==> src/core/hbc_pkg.sv <==
// hbc_pkg: constants, enums and helpers of the host bus config block.
// assumes: one design file imports the whole package.
package hbc_pkg;

  localparam int DATA_W = 16;

  // indirect port selects
  localparam logic [1:0] PORT_INDEX = 2'h0;
  localparam logic [1:0] PORT_DATA  = 2'h1;
  localparam logic [1:0] PORT_CTRL  = 2'h2;

  // strap four..six patterns
  localparam logic [2:0] TYPE_SERIAL      = 3'h3;
  localparam logic [2:0] TYPE_WR_A        = 3'h1;
  localparam logic [2:0] TYPE_WR_B        = 3'h5;
  localparam logic [2:0] TYPE_GPIO_DIRECT = 3'h6;
  // straps two and three that hand pins to the camera
  localparam logic [1:0] CAM_WIDTH_DIR    = 2'h2;

  // index and control fields
  localparam int IDX_BYTE_BIT = 15;
  localparam int IDX_LANE_BIT = 0;
  localparam int CTRL_MEM_BIT = 0;
  localparam logic [15:0] INDEX_RST = 16'h0000;
  localparam logic [15:0] CTRL_RST  = 16'h0000;

  // software register port
  localparam logic [1:0] REG_STATUS = 2'h0;
  localparam logic [1:0] REG_CFG    = 2'h1;
  localparam logic [1:0] REG_INDEX  = 2'h2;
  localparam int CFG_EN_BIT = 0;
  localparam logic [15:0] CFG_RST = 16'h0001;

  // lane enables, bit 0 is the low byte
  localparam logic [1:0] BE_LOW  = 2'h1;
  localparam logic [1:0] BE_HIGH = 2'h2;
  localparam logic [1:0] BE_BOTH = 2'h3;

  typedef enum logic [1:0] {FAM_GENERIC, FAM_A, FAM_B} hbc_fam_e;
  typedef enum logic [1:0] {ST_IDLE, ST_REQ, ST_HOLD} hbc_state_e;

  // families whose lane pins are write strobes
  function automatic logic hbc_lane_wr(input logic [2:0] t);
    return (t == TYPE_WR_A) || (t == TYPE_WR_B);
  endfunction

  // single lane from an address or index bit
  function automatic logic [1:0] hbc_lane_be(input logic hi);
    return hi ? BE_HIGH : BE_LOW;
  endfunction

endpackage

==> src/core/hbc_lane_map.sv <==
// hbc_lane_map: strap decode, byte-lane mapping and access sequencing
// of the parallel host port.
// assumes: all host pins are asynchronous to clock; the core side answers
// a held request with a one-cycle ack on the same clock.
// Behaviour
// - first strap high picks family A (second low) or family B (high)
// - family A is 16-bit only; lowest address pin picks direct/indirect
// - family B is 16-bit only; high lane pin low indirect, high direct
// - first strap low: error, burst-progress, burst pins become straps 3-5
// - first strap low: second strap low 8-bit, high 16-bit bus
// - first strap low: third strap high direct, low indirect
// - indirect: upper address unused, address pin 3 is strap six
// - direct 8-bit: high lane pin freed as strap six
// - direct 16-bit: lowest address pin freed as strap six
// - straps 4-6 of 011b give serial; address pin 4 picks 4 or 2 wire
// - serial choice decodes alike for all second/third strap values
// - straps 10b, 011b, seventh 0b: idle bus pins feed camera one
// - non-serial indirect modes and one direct 16-bit family free pins for gpio
// - 16-bit lane-enable families drive both bytes on reads
// - direct 16-bit per-lane strobe families: strobes are byte writes, reads full word
// - 16-bit indirect: index bit 15 turns data accesses into bytes
// - byte access: index bit 0 low uses low lane, high uses high lane
// - direct modes: memory/register select pin steers each access
// - multi-byte values are little-endian only
// - indirect exposes index, data, control at ports 00b, 01b, 10b
`timescale 1ns/1ps
module hbc_lane_map
  import hbc_pkg::*;
#(
  parameter int AW = 21
)(
  input  wire logic              clock,
  input  wire logic              nrst,
  input  wire logic              clkEn,
  input  wire logic              strapFamilyGroup,
  input  wire logic              strapWidthOrFamily,
  input  wire logic              hostCsN,
  input  wire logic              hostRdN,
  input  wire logic              hostRdWrN,
  input  wire logic              lowLaneEnableN,
  input  wire logic              highLaneEnableN,
  input  wire logic              memRegSel,
  input  wire logic              busErrorAckN,
  input  wire logic              burstInProgressN,
  input  wire logic              burstReqN,
  input  wire logic [AW-1:0]     hostAddr,
  input  wire logic [DATA_W-1:0] hostDataIn,
  output logic [DATA_W-1:0]      hostDataOut,
  output logic                   hostDataOeLow,
  output logic                   hostDataOeHigh,
  output logic                   hostWaitN,
  output logic                   coreReq,
  output logic                   coreWrite,
  output logic                   coreMem,
  output logic [AW-1:0]          coreAddr,
  output logic [DATA_W-1:0]      coreWdata,
  output logic [1:0]             coreByteEn,
  input  wire logic [DATA_W-1:0] coreRdata,
  input  wire logic              coreAck,
  output logic [1:0]             busFamily,
  output logic                   bus16,
  output logic                   busDirect,
  output logic [2:0]             busType,
  output logic                   serialSel,
  output logic                   serialTwoWire,
  output logic                   cameraStream,
  output logic                   gpioHandover,
  input  wire logic [1:0]        regAddr,
  input  wire logic [DATA_W-1:0] regWdata,
  input  wire logic              regWr,
  input  wire logic              regRd,
  output logic [DATA_W-1:0]      regRdata
);

  // one synchroniser stage of every host pin
  typedef struct packed {
    logic              fg;
    logic              wf;
    logic              csN;
    logic              rdN;
    logic              rwN;
    logic              loN;
    logic              hiN;
    logic              mr;
    logic              ea;
    logic              bp;
    logic              bu;
    logic [AW-1:0]     addr;
    logic [DATA_W-1:0] d;
  } hbc_pin_s;

  // strap snapshot taken while in reset
  typedef struct packed {
    logic fg;
    logic wf;
    logic s3;
    logic s4;
    logic s5;
    logic a0;
    logic a3;
    logic a4;
    logic hi;
  } hbc_snap_s;

  typedef struct packed {
    hbc_pin_s          sA;
    hbc_pin_s          sB;
    hbc_snap_s         snap;
    hbc_state_e        state;
    logic [15:0]       index;
    logic [15:0]       ctrl;
    logic [15:0]       cfg;
    logic              idxHi;
    logic [DATA_W-1:0] dataOut;
    logic              dataOe;
    logic              waitAct;
    logic              coreReq;
    logic              coreWr;
    logic              coreMem;
    logic [AW-1:0]     coreAddr;
    logic [DATA_W-1:0] coreWd;
    logic [1:0]        coreBe;
    logic [DATA_W-1:0] regRd;
  } hbc_st_s;

  hbc_st_s   st_r;
  hbc_st_s   st_nxt;
  hbc_pin_s  pinNow;
  hbc_pin_s  p;
  hbc_fam_e  dFam;
  logic      dWide;
  logic      dDirect;
  logic      dSix;
  logic [2:0] dType;
  logic      dSerial;
  logic      dTwoWire;
  logic      dCamera;
  logic      dGpio;
  logic      laneWr;
  logic      rdAct;
  logic      wrAct;
  logic      start;
  logic      hostEn;
  logic [1:0] port;

  assign pinNow = {strapFamilyGroup, strapWidthOrFamily, hostCsN,
                   hostRdN, hostRdWrN, lowLaneEnableN, highLaneEnableN,
                   memRegSel, busErrorAckN, burstInProgressN, burstReqN,
                   hostAddr, hostDataIn};
  assign p = st_r.sB;

  // strap decode; the snapshot never moves outside reset
  always_comb begin
    dFam     = FAM_GENERIC;
    dWide    = 1'b1;
    dDirect  = 1'b1;
    dSix     = 1'b0;
    dType    = 3'h0;
    dSerial  = 1'b0;
    dTwoWire = 1'b0;
    dCamera  = 1'b0;
    if (st_r.snap.fg) begin
      if (st_r.snap.wf) begin
        dFam    = FAM_B;
        dDirect = st_r.snap.hi;
      end else begin
        dFam    = FAM_A;
        dDirect = st_r.snap.a0;
      end
    end else begin
      dWide   = st_r.snap.wf;
      dDirect = st_r.snap.s3;
      if (!dDirect) begin
        dSix = st_r.snap.a3;
      end else if (!dWide) begin
        dSix = st_r.snap.hi;
      end else begin
        dSix = st_r.snap.a0;
      end
      dType   = {st_r.snap.s4, st_r.snap.s5, dSix};
      // wide and direct bits take no part in the serial choice on purpose; camera uses them
      dSerial  = (dType == TYPE_SERIAL);
      dTwoWire = dSerial && st_r.snap.a4;
      dCamera  = dSerial && !st_r.snap.a4 &&
                 ({st_r.snap.wf, st_r.snap.s3} == CAM_WIDTH_DIR);
    end
    dGpio = !dSerial && (!dDirect ||
            (dWide && dType == TYPE_GPIO_DIRECT));
  end

  // strobe decode of the synchronised pins
  always_comb begin
    laneWr = !st_r.snap.fg && hbc_lane_wr(dType);
    hostEn = st_r.cfg[CFG_EN_BIT];
    if (laneWr) begin
      // both lane pins on one host strobe on a 16-bit bus; only the low lane pin on an 8-bit bus
      wrAct = !p.loN || (dWide && !p.hiN);
      rdAct = !p.rdN;
    end else begin
      wrAct = !p.rwN;
      rdAct = !p.rdN && p.rwN;
    end
    start = !p.csN && (rdAct || wrAct);
    port  = dWide ? p.addr[2:1] : p.addr[1:0];
  end

  // next state of the whole block
  always_comb begin
    st_nxt       = st_r;
    st_nxt.sA    = pinNow;
    st_nxt.sB    = st_r.sA;
    st_nxt.regRd = 16'h0000;
    if (!nrst) begin
      // straps are caught from the second sync stage while held
      st_nxt.snap = '{fg: p.fg, wf: p.wf, s3: p.ea, s4: p.bp,
                      s5: p.bu, a0: p.addr[0], a3: p.addr[3],
                      a4: p.addr[4], hi: p.hiN};
      st_nxt.state    = ST_IDLE;
      st_nxt.index    = INDEX_RST;
      st_nxt.ctrl     = CTRL_RST;
      st_nxt.cfg      = CFG_RST;
      st_nxt.idxHi    = 1'b0;
      st_nxt.dataOut  = 16'h0000;
      st_nxt.dataOe   = 1'b0;
      st_nxt.waitAct  = 1'b0;
      st_nxt.coreReq  = 1'b0;
      st_nxt.coreWr   = 1'b0;
      st_nxt.coreMem  = 1'b0;
      st_nxt.coreAddr = '0;
      st_nxt.coreWd   = 16'h0000;
      st_nxt.coreBe   = 2'h0;
    end else begin
      // software side
      if (regWr && regAddr == REG_CFG) begin
        st_nxt.cfg = regWdata;
      end
      if (regRd) begin
        unique case (regAddr)
          REG_STATUS: st_nxt.regRd = {4'h0, st_r.state != ST_IDLE,
                        dGpio, dCamera, dTwoWire, dSerial, dType,
                        dDirect, dWide, dFam};
          REG_CFG:    st_nxt.regRd = st_r.cfg;
          REG_INDEX:  st_nxt.regRd = st_r.index;
          default:    st_nxt.regRd = 16'h0000;
        endcase
      end
      unique case (st_r.state)
        ST_IDLE: begin
          // a disabled or serial port leaves host cycles unanswered
          if (start && hostEn && !dSerial) begin
            st_nxt.coreWr = wrAct;
            st_nxt.coreWd = dWide ? p.d : {p.d[7:0], p.d[7:0]};
            st_nxt.state  = ST_HOLD;
            if (dDirect) begin
              st_nxt.coreAddr = p.addr;
              st_nxt.coreMem  = p.mr;
              if (!dWide) begin
                // even byte address is the low lane
                st_nxt.coreBe = hbc_lane_be(p.addr[0]);
              end else if (laneWr && !wrAct) begin
                st_nxt.coreBe = BE_BOTH;
              end else begin
                st_nxt.coreBe = ~{p.hiN, p.loN};
              end
              st_nxt.coreReq = 1'b1;
              st_nxt.waitAct = 1'b1;
              st_nxt.state   = ST_REQ;
            end else begin
              unique case (port)
                PORT_DATA: begin
                  st_nxt.coreAddr = AW'(st_r.index[14:0]);
                  st_nxt.coreMem  = st_r.ctrl[CTRL_MEM_BIT];
                  if (!dWide || st_r.index[IDX_BYTE_BIT]) begin
                    st_nxt.coreBe =
                      hbc_lane_be(st_r.index[IDX_LANE_BIT]);
                  end else begin
                    st_nxt.coreBe = BE_BOTH;
                  end
                  st_nxt.coreReq = 1'b1;
                  st_nxt.waitAct = 1'b1;
                  st_nxt.state   = ST_REQ;
                end
                PORT_INDEX: begin
                  // narrow bus walks the index low byte first
                  if (wrAct && dWide) begin
                    st_nxt.index = p.d;
                  end else if (wrAct && st_r.idxHi) begin
                    st_nxt.index[15:8] = p.d[7:0];
                  end else if (wrAct) begin
                    st_nxt.index[7:0] = p.d[7:0];
                  end
                  if (!dWide) begin
                    st_nxt.idxHi = !st_r.idxHi;
                  end
                  if (dWide) begin
                    st_nxt.dataOut = st_r.index;
                  end else if (st_r.idxHi) begin
                    st_nxt.dataOut = {8'h00, st_r.index[15:8]};
                  end else begin
                    st_nxt.dataOut = {8'h00, st_r.index[7:0]};
                  end
                  st_nxt.dataOe = !wrAct;
                end
                PORT_CTRL: begin
                  if (wrAct && dWide) begin
                    st_nxt.ctrl = p.d;
                  end else if (wrAct) begin
                    st_nxt.ctrl[7:0] = p.d[7:0];
                  end
                  st_nxt.dataOut = dWide ? st_r.ctrl :
                                   {8'h00, st_r.ctrl[7:0]};
                  st_nxt.dataOe  = !wrAct;
                end
                default: begin
                  // unmapped port: writes dropped, reads zero
                  st_nxt.dataOut = 16'h0000;
                  st_nxt.dataOe  = !wrAct;
                end
              endcase
            end
          end
        end
        ST_REQ: begin
          if (coreAck) begin
            st_nxt.coreReq = 1'b0;
            st_nxt.waitAct = 1'b0;
            st_nxt.state   = ST_HOLD;
            if (!st_r.coreWr) begin
              if (dWide) begin
                st_nxt.dataOut = coreRdata;
              end else if (st_r.coreBe[1]) begin
                st_nxt.dataOut = {8'h00, coreRdata[15:8]};
              end else begin
                st_nxt.dataOut = {8'h00, coreRdata[7:0]};
              end
              st_nxt.dataOe = 1'b1;
            end
          end
        end
        ST_HOLD: begin
          // data stays driven until the host lets go of its strobe
          if (!start) begin
            st_nxt.dataOe = 1'b0;
            st_nxt.state  = ST_IDLE;
          end
        end
      endcase
    end
  end

  // single register stage; clkEn low freezes everything, reset included
  always_ff @(posedge clock) begin
    if (clkEn) begin
      st_r <= st_nxt;
    end
  end

  // outputs
  assign hostDataOut    = st_r.dataOut;
  assign hostDataOeLow  = st_r.dataOe;
  assign hostDataOeHigh = st_r.dataOe && dWide;
  assign hostWaitN      = !st_r.waitAct;
  assign coreReq        = st_r.coreReq;
  assign coreWrite      = st_r.coreWr;
  assign coreMem        = st_r.coreMem;
  assign coreAddr       = st_r.coreAddr;
  assign coreWdata      = st_r.coreWd;
  assign coreByteEn     = st_r.coreBe;
  assign busFamily      = dFam;
  assign bus16          = dWide;
  assign busDirect      = dDirect;
  assign busType        = dType;
  assign serialSel      = dSerial;
  assign serialTwoWire  = dTwoWire;
  assign cameraStream   = dCamera;
  assign gpioHandover   = dGpio;
  assign regRdata       = st_r.regRd;
endmodule

==> config.mk <==
export PLATFORM = sky130hd
export DESIGN_NAME = hbc_lane_map
export DESIGN_NICKNAME = d
export VERILOG_FILES = /design/src/core/hbc_pkg.sv /design/src/core/hbc_lane_map.sv
export SDC_FILE = /design/constraint.sdc
export NUM_CORES = 1
export LEC_CHECK = 0
export BUFFER_PORTS_ARGS = -buffer_cell sky130_fd_sc_hd__buf_2
export CAP_MARGIN = 20
export CORE_UTILIZATION = 35
export CTS_BUF_LIST = sky130_fd_sc_hd__clkbuf_4
export CTS_CLUSTER_SIZE = 28
export DETAILED_ROUTE_END_ITERATION = 12
export GPL_ROUTABILITY_DRIVEN = 0
export MAX_ROUTING_LAYER = met4
export PLACE_DENSITY_LB_ADDON = 0.25
export SYNTH_ARGS = -nofsm -noshare
export SYNTH_HDL_FRONTEND = slang
export SYNTH_SLANG_ARGS = --single-unit
==> constraint.sdc <==
create_clock -name clock -period 11.28 [get_ports clock]
set_clock_uncertainty 0.15 [all_clocks]
set_input_delay 1.692 -clock clock [delete_from_list [all_inputs] [get_ports clock]]
set_output_delay 1.692 -clock clock [all_outputs]
set_load 0.01 [all_outputs]
After elaboration in Yosys (flattened, before gate mapping)
Index checks and enable logic that the tools add are counted.
{"block": "totals", "mem_bits_rw": 0, "latch_bits": 0, "n_memories": 0, "output_inout_bits": 88, "word_cells": 200, "reg_bits": 232, "romBits": 0}
{"block": "op_classes", "n_reduce_logical": 52, "shift": 0, "n_mul": 0, "eq_ne": 31, "add_sub_neg": 0, "n_lt_le_gt_ge": 0, "n_bitwise": 2, "div": 0, "muxes": 63}
{"operator": "2-to-1 mux 16 bit", "count": 8}
{"operator": "2-to-1 mux 32 bit", "count": 2}
{"operator": "2-to-1 mux 61 bit", "count": 1}
{"operator": "2-to-1 mux 8 bit", "count": 7}
{"operator": "case mux 17 bit (3 select lines)", "count": 1}
{"operator": "case mux 16 bit (3 select lines)", "count": 1}
{"operator": "2-to-1 mux 22 bit", "count": 2}
{"operator": "2-to-1 mux 41 bit", "count": 1}
{"operator": "2-to-1 mux 34 bit", "count": 1}
{"operator": "2-to-1 mux 2 bit", "count": 16}
{"operator": "case mux 16 bit (2 select lines)", "count": 1}
{"operator": "AND reduction 6 bit", "count": 4}
{"operator": "inequality test 3 bit (second input constant)", "count": 7}
{"operator": "AND reduction 7 bit", "count": 3}
{"operator": "2-to-1 mux 19 bit", "count": 1}
{"operator": "2-to-1 mux 18 bit", "count": 1}
{"operator": "2-to-1 mux 17 bit", "count": 1}
{"operator": "logical AND 1 bit", "count": 16}
{"operator": "2-to-1 mux 1 bit", "count": 15}
{"operator": "logical NOT 1 bit", "count": 13}
{"operator": "inequality test 2 x 1 -> 1 bit (second input constant)", "count": 6}
{"operator": "inequality test 3 x 1 -> 1 bit (second input constant)", "count": 4}
{"operator": "== test 2 bit (second input constant)", "count": 4}
{"operator": "AND reduction 4 bit", "count": 2}
{"operator": "18 further kinds", "count": 30}

Logic depth before layout (Yosys ltp)
Gate-level depths: netlist (run 1).
{"block": "logic_depth", "ltp_word": 15, "depth_mapped": 9, "depth_no_buf": 7}

Least setup slack after synthesis (run 1)
Ideal clock, no wire load.
{"block": "synth_path", "path_type": "input port to flip-flop", "start": "in clkEn", "end": "reg st_r (netlist bit coreAddr[0]), enable pin", "required_ps": 10692, "slack_ps": 6958, "path_buffers": 1, "setup_time_ps": 438, "arrival_ps": 3733, "stages": 3, "path_cell_list": "clkbuf_1 -> nand2_1 -> o21ai_0"}
{"block": "synth_between", "elab_chain_len": 1}
{"item": "start, declared", "line_no": "hbc_lane_map.sv:34", "source": "input wire logic clkEn,"}
{"item": "AND reduction 4 bit (no source line)"}
{"item": "end signal, assigned", "line_no": "hbc_lane_map.sv:354", "source": "st_r <= st_nxt;"}
{"item": "end, declared", "line_no": "hbc_lane_map.sv:126", "source": "hbc_st_s st_r;"}
Every way passes these cells.
A chain may end at the register's enable or synchronous reset.

Worst setup path in the final report (run 1)
{"block": "layout_path", "start": "reg st_r[134] (netlist bit)", "end": "out busDirect"}
{"block": "layout_between", "elab_chain_len": 2}
{"item": "2-to-1 mux 1 bit", "line_no": "hbc_lane_map.sv:163", "source": "if (st_r.snap.wf) begin"}
{"item": "2-to-1 mux 1 bit", "line_no": "hbc_lane_map.sv:162", "source": "if (st_r.snap.fg) begin"}
{"item": "end, declared", "line_no": "hbc_lane_map.sv:62", "source": "output logic busDirect,"}
Every way passes these cells.

==> out/results.ini, run 1 <==
[worst_setup_path]
cp-endpoint=busDirect
worstReg2RegEnd=st_r[111]
reg2reg_depth=8
worstSetupStartpoint=st_r[134]
path_class=register to output pin
cp_data_required_time_ps=9440
crit_path_end_kind=output pin
critPathMaxFanout=28
rr_startpoint=st_r[134]
critPathLaunchType=register
arrival_ps=3060
r2r_slack_ps=7620

[pwr]
power.share.clock_pct=39.6
power_frac_comb_pct=8.9
peakVddDrop_mv=0.0870
seqPwrFrac_pct=51.5
swShare_pct=24.1
p_switching_uw=489
cellPowerDensity_nw_per_um2=175
power.leakage_uw=0.00444
p_int_uw=1540

[synth]
netlist-cell-type-count=54
syn-cell-area_um2=9950
syn_inst=704
synth_most_common_cell=edfxtp_1
synth_nets=795
muxShareOfSynthArea_pct=3.48
synth_top_family_by_area=simple AND/OR/NAND/NOR gates
async_flop_share_pct=0
synth.largest_area_cell=edfxtp_1
ys_warn_count=0
synthTopCellsByArea=edfxtp_1, buf_4, and2_1
synth_adder_area_share_pct=0.377
synth_edf_count=231
synth_top_area_share_pct=69.7
synthXorXnorAreaFrac_pct=0
ys_seq_area_share_pct=69.7
yosys-top-cells-count=edfxtp_1, buf_4, nand2_1
ys_seq_elements=231
synth_ff_type=edfxtp_1
synth_simple_gate_area_share_pct=10.9
synth_compound_area_share_pct=8.19
avgSynthCellArea_um2=14.1

[clock_tree]
cts.sinks=231
clk_path_buf_depth=3
cts_buffers=67
worstSkewPairLatency_ps=660
path_clk_slew_ps=60
cts_resized=0
cts_tree=built
htree_levels=3
postCtsSetupRepairBufs=0
cts_hold_repair.buffers=0
clockRootBuffer=clkbuf_4

[timing]
slew_violations=0
timing.final.crit_share_pct=43.5
slew_headroom_pct=40.1
setup_viol=0
rsz0062_at_grt=false
fmax_mhz=204
tightest_slew_ps=899
hold_slack_ps=262
period_needed_ps=4910
hold_viol=0
setup_tns_ps=0

[global_routing]
overflow=0
grt_pass1_wl_um=34900
grt_max_degree=72
track_usage_pct=17.1
met3_usage_pct=4.12
grt_antenna_before_repair=2
gr-max-usage-layer=met2
grt_util_met2_pct=24.6
first_global_vias=5906
use_met1_pct=23.0

[detailed_routing]
wire_per_inst_um=18.6
drc_errors=0
drt-total-wl_um=23900
drt-initial-drc-count=503
vias=6052
via_per_inst=4.71
dr.pass1.iters=5
ant_nets=0

[floorplanning]
die_w_um=171
rows=61
start_util_pct=35.7
die_y_um=171
fp.dieArea_um2=29100
io_pins=176
core_um2=27900

[placed_design]
dp_hpwl_um=16500
place_area_um2=10700
port_buffers=175

[finish]
areaGrowthSynthToFinish_pct=16.6
nets=947
final_util_pct=41.6
layout-drive-gt1-share_pct=34.1
finish.instance_area_um2=11600

[worst_hold_path]
hold_path_class=register to register
holdPathStages=0

[job]
maxCapViolCount=0

[run_status]
status=complete, no violations

[per-stage QoR]
step / power (uW) / setup WS (ps) / std cells
after floorplan: 1180 / 6960 / 704
after CTS: 2060 / 6290 / 1278
final: 2030 / 6370 / 1284
after global placement: 1240 / 6980 / 1161
after global routing: 2130 / 6120 / 1284
after detailed placement: 1250 / 6890 / 1161
[critical path: stages, from the launching register on]
cell and delay, ps:
edfxtp_1 620, mux2i_1 280, a21o_1 140, buf_4 250, clkinv_1 710, buf_2 400
[layer usage]
layer	wire length, um	part of all wire (%)
met5	0	0
met4	643	2.7
met3	1870	7.8
met2	10800	45
met1	10600	44
[layout make-up]
cell class                      instances  area, um2
Multi-Input combinational cell        355       2280
Fill cell                            2617      16300
Antenna cell                            2       5.00
Tap cell                              378        473
Clock inverter                         22        163
Timing Repair Buffer                  189        981
Clock buffer                           95        713
Inverter                               12       45.0
Sequential cell                       231       6940
[worst min-delay path by stage]
stage / startpoint / to / slack (ps)
2_1_floorplan: st_nxt[136] / p[0] / 250
3_3_place_gp: st_nxt[167] / p[31] / 250
3_5_place_dp: st_nxt[148] / p[12] / 250
4_1_cts: st_nxt[160] / p[24] / 260
5_1_grt: st_nxt[162] / p[26] / 260
6_report: st_nxt[177] / p[41] / 260
[power by group through the flow]
stage          logic [uW]  clock network (uW)  registers, uW
2_1_floorplan         124                   0           1050
5_1_grt               199                 881           1050
3_5_place_dp          180                   0           1070
3_3_place_gp          179                   0           1070
6_report              180                 804           1050
4_1_cts               182                 833           1050
[sequential cells by signal (all words and copies together) (netlist names)]
name	flops
hostDataOut	16
coreAddr	21
st_nxt	48
coreWdata	16
coreMem	1
coreByteEn	2
p	48
st_r	60
hostEn	1
coreWrite	1
hostDataOeLow	1
regRdata	16
[layout by cell type, fill, tap and decap left out, types with 4 or more instances in the layout]
| cell type | count |
|---|---|
| o2bb2ai_1 | 11 |
| clkinv_1 | 17 |
| o21ai_0 | 19 |
| nor3_1 | 11 |
| clkbuf_4 | 95 |
| and3_1 | 8 |
| nand2_1 | 51 |
| inv_1 | 10 |
| mux2_2 | 9 |
| nor2b_1 | 31 |
| a221oi_1 | 12 |
| nor2_1 | 39 |
| edfxtp_1 | 231 |
| a21oi_1 | 18 |
| buf_2 | 177 |
| buf_4 | 11 |
| a21boi_0 | 17 |
| nand2b_1 | 13 |
| and2_1 | 40 |
| nand3_1 | 4 |
| mux2i_1 | 23 |
| a22oi_1 | 13 |
[cell families (layout without fill, tap and decap cells)]
kind of cell             after synthesis  after routing
other                                  0              2
flip-flops                           231            231
AND/OR/NAND/NOR                      208            208
adder cells (fa/ha/maj)                3              3
buffers and inverters                118            318
multiplexers                          33             33
AO/OA/AOI/OAI                        111            111
Note: power is estimated with default switching activity, not from simulation.
==> inputs of run 2 (changes only) <==
==> constraint.sdc (replaced) <==
create_clock -name clock -period 4 [get_ports clock]
set_clock_uncertainty 0.15 [all_clocks]
set_input_delay 0.6 -clock clock [delete_from_list [all_inputs] [get_ports clock]]
set_output_delay 0.6 -clock clock [all_outputs]
set_load 0.01 [all_outputs]
==> run 2 against run 1 <==
Sequential power grew to 2.8 times the previous value; global-route usage is 0.35 points higher; worst hold slack got worse by 170 ps; critical path depth unchanged; utilization up 1.5 points; combinational power rose to 3.0 times the previous value; non-clock buffer count is 53 higher; power rose to 2.7 times the previous value; die area unchanged; flip-flop and latch count stayed put; largest cell class unchanged; largest power group unchanged; highest routed layer unchanged.
==> out/results.ini, run 2 (synthesis gave the netlist of run 1 again) <==
[run_status]
status=complete, no violations  ; unchanged

[pwr]
p_switching_uw=1370  ; was 489 uW
seqPwrFrac_pct=53.1  ; was 51.5%
finalPower_uw=5560  ; was 2030 uW
cellPowerDensity_nw_per_um2=463  ; was 175 nW/um2
power_frac_comb_pct=9.8  ; was 8.9%
p_int_uw=4180  ; was 1540 uW
swShare_pct=24.7  ; was 24.1%
power.share.clock_pct=37.1  ; was 39.6%
power.leakage_uw=0.00459  ; was 0.00444 uW
peakVddDrop_mv=0.252  ; was 0.0870 mV

[worst_setup_path]
worstReg2RegEnd=coreAddr[1]  ; was st_r[111]
crit_path_end_kind=output pin  ; unchanged
cpPeakStageDelay_ps=630  ; was 710 ps
cp_data_required_time_ps=3250  ; was 9440 ps
path_class=register to output pin  ; unchanged
critPathMaxFanout=11  ; was 28
path_buf_inv=1  ; was 3
path_delay_family=simple AND/OR/NAND/NOR gates  ; was buffers and inverters
r2r_slack_ps=1000  ; was 7620 ps
path_cells=mux2i_1 -> and2_1 -> nor4b_2 -> and3_1 -> buf_2  ; was mux2i_1 -> a21o_1 -> buf_4 -> clkinv_1 -> buf_2
arrival_ps=2660  ; was 3060 ps
rr_startpoint=st_r[134]  ; unchanged
slowest_stage=edfxtp_1  ; was clkinv_1
critPathLaunchType=register  ; unchanged
reg2reg_depth=6  ; was 8

[timing]
period_needed_ps=3410
slew_violations=0  ; unchanged
setup_viol=0  ; unchanged
setup_tns_ps=0  ; unchanged
timing.final.crit_share_pct=85.2
hold_viol=0  ; unchanged
tightest_slew_ps=931  ; was 899 ps
rsz0062_at_grt=false  ; unchanged
slew_headroom_pct=36.4  ; was 40.1%
fmax_mhz=294

[clock_tree]
cts_tree=built  ; unchanged
cts.sinks=231  ; unchanged
path_clk_slew_ps=60  ; about the same
cts_buffers=66  ; was 67
clockRootBuffer=clkbuf_4  ; unchanged
worstSkewPairLatency_ps=650  ; was 660 ps
cts_resized=0  ; unchanged
clk_path_buf_depth=3  ; unchanged
htree_levels=3  ; unchanged

[detailed_routing]
via_per_inst=4.72  ; was 4.71
vias=6264  ; was 6,052
drt-initial-drc-count=539  ; was 503
wire_per_inst_um=18.3  ; was 18.6 um
drt-total-wl_um=24300  ; was 23,900 um
dr.pass1.iters=5  ; unchanged
ant_nets=0  ; unchanged
drc_errors=0  ; unchanged

[finish]
final_cell_count_no_fill=1327  ; was 1,284
nets=999  ; was 947
fillCellCount=2657  ; was 2,617
largest_reg_flops=60  ; unchanged
layout_commonest_cell=edfxtp_1  ; unchanged
regMostFlops=st_r  ; unchanged
multi_input_area_um2=2280  ; unchanged
layout_common_cells=edfxtp_1, buf_2, clkbuf_4, nand2_1, dlygate4sd3_1  ; was edfxtp_1, buf_2, clkbuf_4, nand2_1, and2_1
seq_area_um2=6940  ; unchanged
areaGrowthSynthToFinish_pct=20.7  ; was 16.6%
layout-drive-gt1-share_pct=32.6  ; was 34.1%

[floorplanning]
io_pins=176  ; unchanged
fp.dieArea_um2=29100  ; unchanged
die_y_um=171  ; unchanged
die_w_um=171  ; unchanged
core_um2=27900  ; unchanged
start_util_pct=35.7  ; unchanged
rows=61  ; unchanged

[global_routing]
grt_max_degree=68  ; was 72
first_global_vias=6313  ; was 5,906
grt_pass1_wl_um=36200  ; was 34,900 um
track_usage_pct=17.5  ; was 17.1%
overflow=0  ; unchanged
grt_antenna_before_repair=2  ; unchanged

[placed_design]
dp.cells=1168  ; was 1,161
dp_hpwl_um=16600  ; was 16,500 um
port_buffers=175  ; unchanged

[worst_hold_path]
holdPathStages=2  ; was 0
hold_path_class=input port to register  ; was register to register
whs_endpoint=st_r[87]  ; was p[41]
min_from=regWdata[10]  ; was st_nxt[177]

[job]
maxCapViolCount=0  ; unchanged

## run 2: power groups by stage
stage          registers [uW]  clock network [uW]  logic [uW]
2_1_floorplan            2960                   0         351
3_3_place_gp             3000                   0         508
3_5_place_dp             3000                   0         511
4_1_cts                  2950                2140         551
5_1_grt                  2970                2260         602
6_report                 2950                2060         546
## run 2: metal layers
| layer | vias up | GRT usage, % | part of all wire, % |
|---|---|---|---|
| met4 | 0 | 6.66 | 1.7 |
| met1 | 3018 | 23.7 | 46 |
| met2 | 253 | 25.3 | 45 |
| met3 | 29 | 4.14 | 6.9 |
| li1 | 2964 | - | - |
| met5 | - | - | 0 |
## run 2: stage by stage
stage | util [%] | cell area (um2) | hold WS (ps) | setup WS, ps
floorplan | - | 9950 | 250 | 209
global placement | 38.6 | 10700 | 252 | 852
detailed placement | 38.6 | 10700 | 255 | 796
CTS | 43.0 | 12000 | 40.7 | 521
global route | 43.1 | 12000 | 41.7 | 432
finish | 43.1 | 12000 | 90.6 | 593
## run 2: area by class of cell
| cell class | count | share of cell area, % |
|---|---|---|
| sequential | 231 | 57.8 |
| multi-input combinational | 355 | 19.0 |
| timing repair buffer | 242 | 12.5 |
| clock buffer | 89 | 5.56 |
| tap | 378 | 3.94 |
| clock inverter | 18 | 0.834 |
| inverter | 12 | 0.375 |
| antenna | 2 | 0.0417 |
## run 2: worst max path at each step
| stage | endpoint | startpoint | slack, ps | cells after the start |
|---|---|---|---|---|
| floorplan | coreAddr[0] | st_r[134] | 210 | 5 |
| global placement | st_r[93] | st_r[134] | 850 | 5 |
| detailed placement | st_r[94] | st_r[134] | 800 | 5 |
| CTS | cameraStream | st_r[134] | 520 | 5 |
| global route | cameraStream | st_r[134] | 430 | 5 |
| finish | cameraStream | st_r[134] | 590 | 5 |
## run 2: worst reg2reg max path, stage by stage (launching register included)
cell and delay (ps):
edfxtp_1 630, mux2i_1 230, a2111oi_0 880, o2bb2ai_1 270, nand2_1 220, o21ai_2 80
buf_4 250
## run 2: timing repair
item	4_1_cts	5_1_grt
hold buffers	48	0
hold endpoints to repair	48	0
buffers inserted	0	0
